<file path="config.mk">
export PLATFORM = sky130hd
export DESIGN_NAME = emi_ext_mem_interface
export DESIGN_NICKNAME = d
export VERILOG_FILES = /design/src/rtl/emi_pkg.sv /design/src/rtl/emi_ext_mem_interface.sv
export SDC_FILE = /design/constraint.sdc
export NUM_CORES = 1
export LEC_CHECK = 0
export BUFFER_PORTS_ARGS = -buffer_cell sky130_fd_sc_hd__buf_2
export CAP_MARGIN = 20
export CORE_ASPECT_RATIO = 0.8
export CORE_MARGIN = 2
export CORE_UTILIZATION = 45
export CTS_CLUSTER_SIZE = 30
export DETAILED_ROUTE_END_ITERATION = 10
export HOLD_SLACK_MARGIN = 0.03
export PLACE_DENSITY = 0.76
export SLEW_MARGIN = 10
export SYNTH_ARGS = -nofsm -noshare
export SYNTH_HDL_FRONTEND = slang
export SYNTH_SLANG_ARGS = --single-unit
export TNS_END_PERCENT = 20
</file>
<file path="constraint.sdc">
create_clock -name sys_clk -period 8.6 [get_ports sys_clk]
set_clock_uncertainty 0.1 [all_clocks]
set_input_delay 1.29 -clock sys_clk [delete_from_list [all_inputs] [get_ports sys_clk]]
set_output_delay 1.29 -clock sys_clk [all_outputs]
set_load 0.005 [all_outputs]
</file>
<file path="src/rtl/emi_pkg.sv">
// Constants shared by the external memory control-strobe generator
// ----------------------------------------------------------------
// Summary of operation
// - Only strobes; address and data bypass block
// - Memory clock is bus clock over 1..4
// - Four memory kinds, read and write
// - Up to 24 address bits, three ports
// - Data bus eight or sixteen bits wide
// - Role field picks address byte per port
// - Role field picks data byte per port
// - Control port needs role and override bit
// - Strobes leave via digital signal fabric
// - Built-in strobes or custom user logic protocol
// - Extra read waits added to every built-in mode read
// - Extra write waits added to every built-in mode write
// - Power-down drives memory sleep signal
// - Block clock gate turns interface on/off
// - Built-in mode: sync or async strobe style
// - Sleep waits for running transfer to end
// - Two memory clocks wake time after sleep
// - At most seven extra wait states
// ----------------------------------------------------------------
package emi_pkg;
   localparam int NUM_PORTS = 6;
   localparam int ROLE_W = 3;
   localparam int DIV_W = 2;
   localparam int WAIT_W = 3;
   localparam int CNT_W = 4;
   // Port role encodings
   localparam logic [2:0] ROLE_NONE = 3'h0;
   localparam logic [2:0] ROLE_ADDR_MSB = 3'h1;
   localparam logic [2:0] ROLE_ADDR_MID = 3'h2;
   localparam logic [2:0] ROLE_ADDR_LSB = 3'h3;
   localparam logic [2:0] ROLE_DATA_MSB = 3'h4;
   localparam logic [2:0] ROLE_DATA_LSB = 3'h5;
   localparam logic [2:0] ROLE_CTRL = 3'h6;
   // Base waits: read 2n-1, write 2n, n = divide factor
   localparam logic [3:0] RD_BASE_SUB = 4'h1;
   localparam logic [3:0] WR_BASE_SUB = 4'h0;
   localparam logic [3:0] WAKE_MEMCLKS = 4'h2;
   // Reset values
   localparam logic [1:0] MCLK_CNT_RST = 2'h0;
   localparam logic [3:0] CNT_RST = 4'h0;
   typedef enum logic [1:0] {
      EMI_IDLE,
      EMI_WAKE,
      EMI_ACCESS,
      EMI_DONE
   } emi_state_t;
endpackage

</file>
<file path="src/rtl/emi_ext_mem_interface.sv">
// External memory interface control-strobe and memory-clock generator
`timescale 1ns/10ps
module emi_ext_mem_interface
   import emi_pkg::*;
(
   input wire logic sys_clk,
   input wire logic arst_n,
   input wire logic clk_en,
   input wire logic block_clock_gate,
   input wire logic builtin_protocol_select,
   input wire logic sync_async_select,
   input wire logic data_16bit,
   input wire logic [1:0] ext_clock_divider,
   input wire logic [2:0] read_extra_waits,
   input wire logic [2:0] write_extra_waits,
   input wire logic ext_mem_powerdown,
   input wire logic [17:0] port_role_select,
   input wire logic [5:0] port_override_reg,
   input wire logic hub_req,
   input wire logic hub_wr,
   input wire logic udb_ready,
   output logic hub_ack_q,
   output logic em_clock_q,
   output logic em_ce_n_q,
   output logic em_oe_n_q,
   output logic em_we_n_q,
   output logic em_adsc_n_q,
   output logic mem_sleep_signal_q,
   output logic xmem_rd_q,
   output logic xmem_wr_q,
   output logic [5:0] port_addr_latch_q,
   output logic [5:0] port_data_latch_q,
   output logic [5:0] port_ctrl_drive_q
);

   // ------------------------------------------------------------
   // Per-port role decode
   // ------------------------------------------------------------
   wire logic [5:0] is_addr;
   wire logic [5:0] is_data;
   wire logic [5:0] is_ctrl;

   genvar gi;
   generate
      for (gi = 0; gi < NUM_PORTS; gi++) begin : g_port
         wire logic [2:0] role;
         assign role = port_role_select[gi*ROLE_W +: ROLE_W];
         // Three address byte roles
         assign is_addr[gi] = (role == ROLE_ADDR_MSB) |
                              (role == ROLE_ADDR_MID) |
                              (role == ROLE_ADDR_LSB);
         // Upper data byte only in 16-bit mode
         assign is_data[gi] = (role == ROLE_DATA_LSB) |
                              ((role == ROLE_DATA_MSB) &
                               data_16bit);
         // Pins driven only with role and override both set
         assign is_ctrl[gi] = (role == ROLE_CTRL) &
                              port_override_reg[gi];
      end
   endgenerate

   // ------------------------------------------------------------
   // Memory clock divider
   // ------------------------------------------------------------
   logic [1:0] mclk_cnt_q;
   logic [1:0] mclk_cnt_d;
   wire logic [2:0] div_n;
   wire logic [2:0] half_n;
   wire logic em_clock_d;

   assign div_n = {1'b0, ext_clock_divider} + 3'h1;
   assign half_n = div_n >> 1;
   assign mclk_cnt_d = (mclk_cnt_q >= ext_clock_divider) ?
                       MCLK_CNT_RST : mclk_cnt_q + 2'h1;
   // Divide by one: level is a gate for the pad clock
   assign em_clock_d = (ext_clock_divider == 2'h0) |
                       ({1'b0, mclk_cnt_d} < half_n);

   // ------------------------------------------------------------
   // Access length and wake time
   // ------------------------------------------------------------
   wire logic [3:0] two_n;
   wire logic [3:0] rd_total;
   wire logic [3:0] wr_total;
   wire logic [3:0] wake_total;
   wire logic [3:0] sync_len;

   assign two_n = {div_n, 1'b0};
   assign rd_total = two_n - RD_BASE_SUB +
                     {1'b0, read_extra_waits};
   assign wr_total = two_n - WR_BASE_SUB +
                     {1'b0, write_extra_waits};
   assign wake_total = 4'(WAKE_MEMCLKS * {1'b0, div_n});
   assign sync_len = {1'b0, div_n};

   // ------------------------------------------------------------
   // Sequencer
   // ------------------------------------------------------------
   emi_state_t state_q;
   emi_state_t state_d;
   logic [3:0] cnt_q;
   logic [3:0] cnt_d;
   logic wr_q;
   logic wr_d;
   logic sleep_d;

   wire logic active;
   wire logic start;
   wire logic [3:0] total;
   wire logic builtin_end;
   wire logic custom_end;
   wire logic acc_end;

   assign active = block_clock_gate;
   assign start = (state_q == EMI_IDLE) & hub_req &
                  ~ext_mem_powerdown & ~mem_sleep_signal_q;
   assign total = wr_q ? wr_total : rd_total;
   assign builtin_end = builtin_protocol_select & (cnt_q >= total);
   assign custom_end = ~builtin_protocol_select & udb_ready;
   assign acc_end = (state_q == EMI_ACCESS) &
                    (builtin_end | custom_end);

   always_comb begin
      state_d = state_q;
      cnt_d = cnt_q;
      wr_d = wr_q;
      sleep_d = mem_sleep_signal_q;
      case (state_q)
         EMI_IDLE: begin
            cnt_d = CNT_RST;
            if (ext_mem_powerdown) begin
               // Only idle reaches here, so transfers finish first
               sleep_d = 1'b1;
            end else if (mem_sleep_signal_q) begin
               sleep_d = 1'b0;
               state_d = EMI_WAKE;
            end else if (start) begin
               wr_d = hub_wr;
               state_d = EMI_ACCESS;
            end
         end
         EMI_WAKE: begin
            cnt_d = cnt_q + 4'h1;
            if (cnt_q + 4'h1 >= wake_total) begin
               cnt_d = CNT_RST;
               state_d = EMI_IDLE;
            end
         end
         EMI_ACCESS: begin
            cnt_d = cnt_q + 4'h1;
            if (acc_end) begin
               cnt_d = CNT_RST;
               state_d = EMI_DONE;
            end
         end
         EMI_DONE: begin
            state_d = EMI_IDLE;
         end
         default: begin
            state_d = EMI_IDLE;
         end
      endcase
      if (!active) begin
         state_d = EMI_IDLE;
         cnt_d = CNT_RST;
         sleep_d = 1'b0;
      end
   end

   // ------------------------------------------------------------
   // Strobe decode
   // ------------------------------------------------------------
   wire logic in_acc;
   wire logic first_clk;
   wire logic bi;
   wire logic sync_m;
   wire logic ce_n_d;
   wire logic oe_n_d;
   wire logic we_n_d;
   wire logic adsc_n_d;
   wire logic go;
   wire logic [5:0] addr_latch_d;
   wire logic [5:0] data_latch_d;

   assign go = (state_d == EMI_ACCESS) & (state_q == EMI_IDLE);
   assign in_acc = (state_d == EMI_ACCESS) & active;
   assign first_clk = go | (cnt_d < sync_len);
   assign bi = builtin_protocol_select;
   assign sync_m = sync_async_select;
   // Custom mode leaves strobes to user logic
   assign ce_n_d = ~(bi & in_acc);
   assign oe_n_d = ~(bi & in_acc & ~wr_d);
   assign we_n_d = ~(bi & in_acc & wr_d &
                     (~sync_m | first_clk));
   assign adsc_n_d = ~(bi & in_acc & sync_m & first_clk);
   // Ports latch address at start and data at write start or read end
   assign addr_latch_d = {NUM_PORTS{go & active}} & is_addr;
   assign data_latch_d = {NUM_PORTS{active &
                          ((go & hub_wr) | (acc_end & ~wr_q))}} &
                         is_data;

   // ------------------------------------------------------------
   // Registers
   // ------------------------------------------------------------
   always_ff @(posedge sys_clk or negedge arst_n) begin
      if (!arst_n) begin
         state_q <= EMI_IDLE;
         cnt_q <= CNT_RST;
         wr_q <= 1'b0;
         mclk_cnt_q <= MCLK_CNT_RST;
         em_clock_q <= 1'b0;
      end else if (clk_en) begin
         state_q <= state_d;
         cnt_q <= cnt_d;
         wr_q <= wr_d;
         mclk_cnt_q <= active ? mclk_cnt_d : MCLK_CNT_RST;
         em_clock_q <= active & em_clock_d;
      end
   end

   // Strobes out through the signal fabric to the control port
   always_ff @(posedge sys_clk or negedge arst_n) begin
      if (!arst_n) begin
         em_ce_n_q <= 1'b1;
         em_oe_n_q <= 1'b1;
         em_we_n_q <= 1'b1;
         em_adsc_n_q <= 1'b1;
         mem_sleep_signal_q <= 1'b0;
      end else if (clk_en) begin
         em_ce_n_q <= ce_n_d;
         em_oe_n_q <= oe_n_d;
         em_we_n_q <= we_n_d;
         em_adsc_n_q <= adsc_n_d;
         mem_sleep_signal_q <= sleep_d;
      end
   end

   always_ff @(posedge sys_clk or negedge arst_n) begin
      if (!arst_n) begin
         hub_ack_q <= 1'b0;
         xmem_rd_q <= 1'b0;
         xmem_wr_q <= 1'b0;
         port_addr_latch_q <= '0;
         port_data_latch_q <= '0;
         port_ctrl_drive_q <= '0;
      end else if (clk_en) begin
         hub_ack_q <= acc_end & active;
         xmem_rd_q <= go & active & ~bi & ~hub_wr;
         xmem_wr_q <= go & active & ~bi & hub_wr;
         port_addr_latch_q <= addr_latch_d;
         port_data_latch_q <= data_latch_d;
         port_ctrl_drive_q <= is_ctrl & {NUM_PORTS{active}};
      end
   end

endmodule

</file>
Word-level counts from Yosys, hierarchy flattened
Index checks and enable logic that the tools add are counted.
Word-level totals
  register bits after elaboration: 36
  bits of input ports: 43
  output and inout bits: 27
  logic and storage cells: 164
Cells by class
  add/sub/neg operators: 6
  magnitude comparators: 5
  equality and inequality tests: 41
  muxes and demuxes: 21
  bitwise gates (word level): 72
  reduce and logical (&&, ||, !) cells: 3
Operator list (count)
  $eq 3x3->1 const B: 18
  $eq 3x2->1 const B: 12
  $and 1x1->1: 35
  $or 1x1->1: 23
  $and 6x6->6: 3
  $eq 3x1->1 const B: 6
  $mux 2: 8
  $mux 4: 4
  $pmux 4 s3: 1
  $not 1->1: 11
  $add 4x3->4: 2
  $ge 4x4->1: 2
  $pmux 2 s4: 1
  $mux 1: 7
  $eq 2x2->1 const B: 3
  $add 4x1->4 const B: 1
  $logic_not 2->1: 2
  $lt 4x3->1: 1
  $sub 4x1->4 const B: 1
  $add 2x1->3 const B: 1
  $add 2x1->2 const B: 1
  $eq 2x1->1 const B: 1
  $ge 2x2->1: 1
  $lt 2x2->1: 1
  other kinds (2): 2

Logic depth before layout (Yosys ltp)
  word-level depth: 17
  mapped depth: 24
  depth with buffers taken out: 23

Worst setup path after synthesis
Ideal clock, no wire load.
  kind: input -> register
  start: input ext_clock_divider[0]
  end: register em_we_n_q
  setup time: 0.094 ns
  arrival time: 5.066 ns
  data required time: 8.406 ns
  path slack: 3.340 ns
  cell stages on the path: 21
  buffers on the path: 1
  path through: inv_1 > ha_1 > inv_1 > ha_1 > fa_1 > xor2_1 > o21ai_0 > xnor2_1 > ha_1 > o211ai_1 > o211ai_2 > o21ai_0 > a21bo_1 > buf_6 > a22oi_1 > nor2_1 > ha_1 > a21o_1 > a221o_1 > a31oi_1 > a31oi_1
On the way
  elaborated cells between the ends (all ways): 28
  classes of those cells: add/sub: 4; order compare: 3; eq/ne: 1; mux: 9; bitwise: 11
RTL lines
  start, declared: RTL line emi_ext_mem_interface.sv:13  | input wire logic [1:0] ext_clock_divider,
  $add 2x1->3 *: RTL line emi_ext_mem_interface.sv:71  | assign div_n = {1'b0, ext_clock_divider} + 3'h1;
  $sub 4x1->4: RTL line emi_ext_mem_interface.sv:89  | assign rd_total = two_n - RD_BASE_SUB +
  $add 4x3->4: RTL line emi_ext_mem_interface.sv:89
  $mux 4: RTL line emi_ext_mem_interface.sv:117  | assign total = wr_q ? wr_total : rd_total;
  $ge 4x4->1: RTL line emi_ext_mem_interface.sv:118  | assign builtin_end = builtin_protocol_select & (cnt_q >= total);
  $and 1x1->1: RTL line emi_ext_mem_interface.sv:118
  $or 1x1->1: RTL line emi_ext_mem_interface.sv:121  | (builtin_end | custom_end);
  $and 1x1->1: RTL line emi_ext_mem_interface.sv:120  | assign acc_end = (state_q == EMI_ACCESS) &
  $mux 4: RTL line emi_ext_mem_interface.sv:151  | if (acc_end) begin
  $pmux 4 s3 *: RTL line emi_ext_mem_interface.sv:128  | case (state_q)
  $mux 4 *: RTL line emi_ext_mem_interface.sv:163  | if (!active) begin
  net cnt_d[1]: RTL line emi_ext_mem_interface.sv:102  | logic [3:0] cnt_d;
  $lt 4x3->1 *: RTL line emi_ext_mem_interface.sv:187  | assign first_clk = go | (cnt_d < sync_len);
  $or 1x1->1 *: RTL line emi_ext_mem_interface.sv:187
  $or 1x1->1 *: RTL line emi_ext_mem_interface.sv:194  | (~sync_m | first_clk));
  $and 1x1->1 *: RTL line emi_ext_mem_interface.sv:193  | assign we_n_d = ~(bi & in_acc & wr_d &
  $not 1->1 *: RTL line emi_ext_mem_interface.sv:193
  end signal, assigned: RTL line emi_ext_mem_interface.sv:232  | em_we_n_q <= we_n_d;
  end, declared: RTL line emi_ext_mem_interface.sv:26  | output logic em_we_n_q,
The timed path passes the listed nets; every way through them passes the cells marked *.
A chain may end at the register's enable or synchronous reset.

Worst setup path after layout
Same ends and word-level chain as after synthesis.

==> flow_summary.json <==
{
  "layout.cells.non_filler": 398,
  "synth_seq_cells": 36,
  "ctsResizeCount": 0,
  "syn2layout_area_growth_pct": 19.3,
  "syn-num-nets": 335,
  "grt_use_met3": 0.0440,
  "cpMostUsedCell": "ha_1",
  "status": "complete, no violations",
  "core-area_mm2": 0.00504,
  "synth_top_cell_area_share": 0.338,
  "worstSetupPathType": "in -> reg",
  "die_w_um": 85.1,
  "fin_crit_sh": 0.648,
  "finalPower_uw": 436,
  "crit_chain": "buf_2 > inv_1 > ha_1 > inv_1 > ha_1 > fa_1 > xor2_1 > o21ai_0 > xnor2_1 > ha_1 > o211ai_1 > o211ai_2 > o21ai_0 > a21bo_1 > a22oi_1 > nor2_1 > ha_1 > o211ai_1 > o21ai_0 > a221o_1 > a31oi_1 > a31oi_1",
  "ys_seq_area_frac": 0.383,
  "wire_per_inst_um": 14.7,
  "synthCells": 271,
  "antenna_found_initial": 0,
  "grt_pass1_wl_mm": 9.25,
  "grt_max_degree": 54,
  "fmax_mhz": 180,
  "row_count": 23,
  "reg2reg_depth": 15,
  "worst_r2r_endpoint": "em_we_n_q",
  "cts_buffers": 5,
  "drc": 0,
  "worstPathMaxFanout": 10,
  "cp.required_ps": 8700,
  "pwr_density_cell_mw_per_mm2": 154,
  "post-cts-setup-buffers": 0,
  "die-area_mm2": 0.00586,
  "cts.clk_slew.worst_paths_ps": 70,
  "synth_cell_type_count": 45,
  "start_util": 0.470,
  "tightestPinTransition_ps": 874,
  "holdPathEnd": "em_we_n_q",
  "fin_area_mm2": 0.00282,
  "period_needed_ps": 5570,
  "endpoint_kind": "flop",
  "clkLatencyLatePin_ps": 290,
  "synth.area.top_cells": "dfrtp_1, ha_1, inv_1",
  "fin_tns_setup_ps": 0,
  "ctsHtreeMaxLevel": 2,
  "ctsHoldBuffers": 0,
  "met1_usage": 0.279,
  "num-nets-final": 399,
  "critPathLaunchType": "input port",
  "drv_slew": 0,
  "dp_cells": 390,
  "post-synth-top-area-cell": "dfrtp_1",
  "cts.sink_count": 36,
  "hold_depth": 2,
  "wl_mm": 5.83,
  "crit_arrival_ps": 5670,
  "synth_edf_count": 0,
  "ys_warn_count": 0,
  "globalplace.congestion": 0.861,
  "synth_area_per_cell_um2": 8.74,
  "ys.flop_type": "dfrtp_1",
  "synth_common_cells": "inv_1, dfrtp_1, nor2_1",
  "rrSetupSlack_ps": 5120,
  "antenna_cells": 0,
  "grt_overflow_total": 0,
  "top_usage_layer": "met2",
  "grt_use_total": 0.201,
  "leakage_uw": 0.00142,
  "grtUsageMet2": 0.320,
  "cap_violations": 0,
  "crit_slowest_cell": "fa_1",
  "crit_family": "compound AO/OA/AOI/OAI gates",
  "ios": 70,
  "vias": 2143,
  "vias_per_cell": 5.38,
  "cpPeakStageDelay_ps": 440,
  "cts-root-buf": "clkbuf_8",
  "synth.most_common_cell": "inv_1",
  "io_buffers": 69,
  "dp_hpwl_mm": 4.46,
  "r2r-start": "wr_q",
  "relSlewSlack": 0.418,
  "dpl_worst_slack_ps": 2750,
  "hold_path.class": "reg -> reg",
  "setup_viol": 0,
  "cts.path.max_buffers": 2,
  "ant_nets": 0,
  "first_global_vias": 1981,
  "ir_drop_v": 0.0000985,
  "finalWorstSetupSlack_ps": 3030,
  "hold_viol_final": 0,
  "critPathBufInv": 3,
  "dr.pass1.iters": 4,
  "rsz0062_at_grt": "false",
  "cts_tree": "built",
  "syn_area_mm2": 0.00237,
  "async_flop_share": 1.00,
  "chipHeight_um": 68.9,
  "layout-drive-gt1-share": 0.268,
  "drtIter0Drc": 210,
  "place_area_mm2": 0.00272,
  "hold_start": "em_we_n_q"
}
[stage by stage]
step / util / hold WS [ps]
after global placement: 0.541 / 373
after global routing: 0.561 / 430
after floorplan: - / 374
after detailed placement: 0.541 / 384
final: 0.561 / 394
after CTS: 0.561 / 397
[worst register-to-register path, cell delays in order, from the launching register on]
cell,delay (ps)
dfrtp_1,540
o21ai_0,180
xnor2_1,160
ha_1,290
o211ai_1,110
o211ai_2,180
o21ai_0,110
a21bo_1,310
a22oi_1,180
nor2_1,80
ha_1,310
o211ai_1,130
o21ai_0,110
a221o_1,330
a31oi_1,170
a31oi_1,100
[final cells by class]
type	count	area, um2
inverters	48	180
flip-flops and latches	36	906
clock buffers	8	100
repair buffers	69	345
fillers	455	2210
multi-input cells	175	1210
well taps	62	77.6
[per-layer routing]
| layer | routed length, um | part of all wire |
|---|---|---|
| met1 | 2640 | 0.45 |
| met2 | 2820 | 0.48 |
| met3 | 310 | 0.053 |
| met4 | 58 | 0.0099 |
| met5 | 0 | 0 |
[cell families after synthesis]
group,Yosys count,synth area share
multiplexers,5,0.0217
flip-flops,36,0.383
AND/OR/NAND/NOR,71,0.144
AO/OA/AOI/OAI,73,0.211
XOR/XNOR,5,0.0185
adder cells (fa/ha/maj),21,0.117
buffers and inverters,60,0.104
[worst max path at each step]
stage,from,endpoint,slack (ps),cells past startpoint
after floorplan,ext_clock_divider[0],em_we_n_q,3340,21
after global placement,ext_clock_divider[0],em_we_n_q,2980,21
after detailed placement,ext_clock_divider[0],em_we_n_q,2750,21
after CTS,ext_clock_divider[0],em_we_n_q,3050,22
after global routing,ext_clock_divider[0],em_we_n_q,2690,22
final,ext_clock_divider[0],em_we_n_q,3030,22
[where the power goes]
group	leakage (uW)	internal [uW]	switching [uW]
clock network	0.0000515	73.1	58.8
registers	0.000479	180	13.3
logic	0.000887	46.5	63.8
total	0.00142	300	136
[registers in the layout (all words and copies together) (netlist names)]
name,flops
port_addr_latch_q,6
port_ctrl_drive_q,6
port_data_latch_q,6
cnt_q,4
mclk_cnt_q,2
state_q,2
em_adsc_n_q,1
em_ce_n_q,1
em_clock_q,1
em_oe_n_q,1
em_we_n_q,1
hub_ack_q,1
mem_sleep_signal_q,1
wr_q,1
xmem_rd_q,1
xmem_wr_q,1
[placed cells by master, fill, tap and decap left out, drive strengths merged, types with 2 or more instances in the layout]
master	n
o21ai	21
dfrtp	32
a41oi	2
o32ai	8
nor3	7
fa	2
a31oi	5
a21oi	6
nor2	23
nand2	17
o211ai	12
xor2	2
nor3b	3
inv	48
ha	19
xnor2	3
o22ai	10
dfstp	4
nand4	3
mux2i	4
nor2b	2
nand3	12
a21o	2
a22oi	2
buf	69
clkbuf	8
No activity file was read; power rests on OpenSTA's default activity.
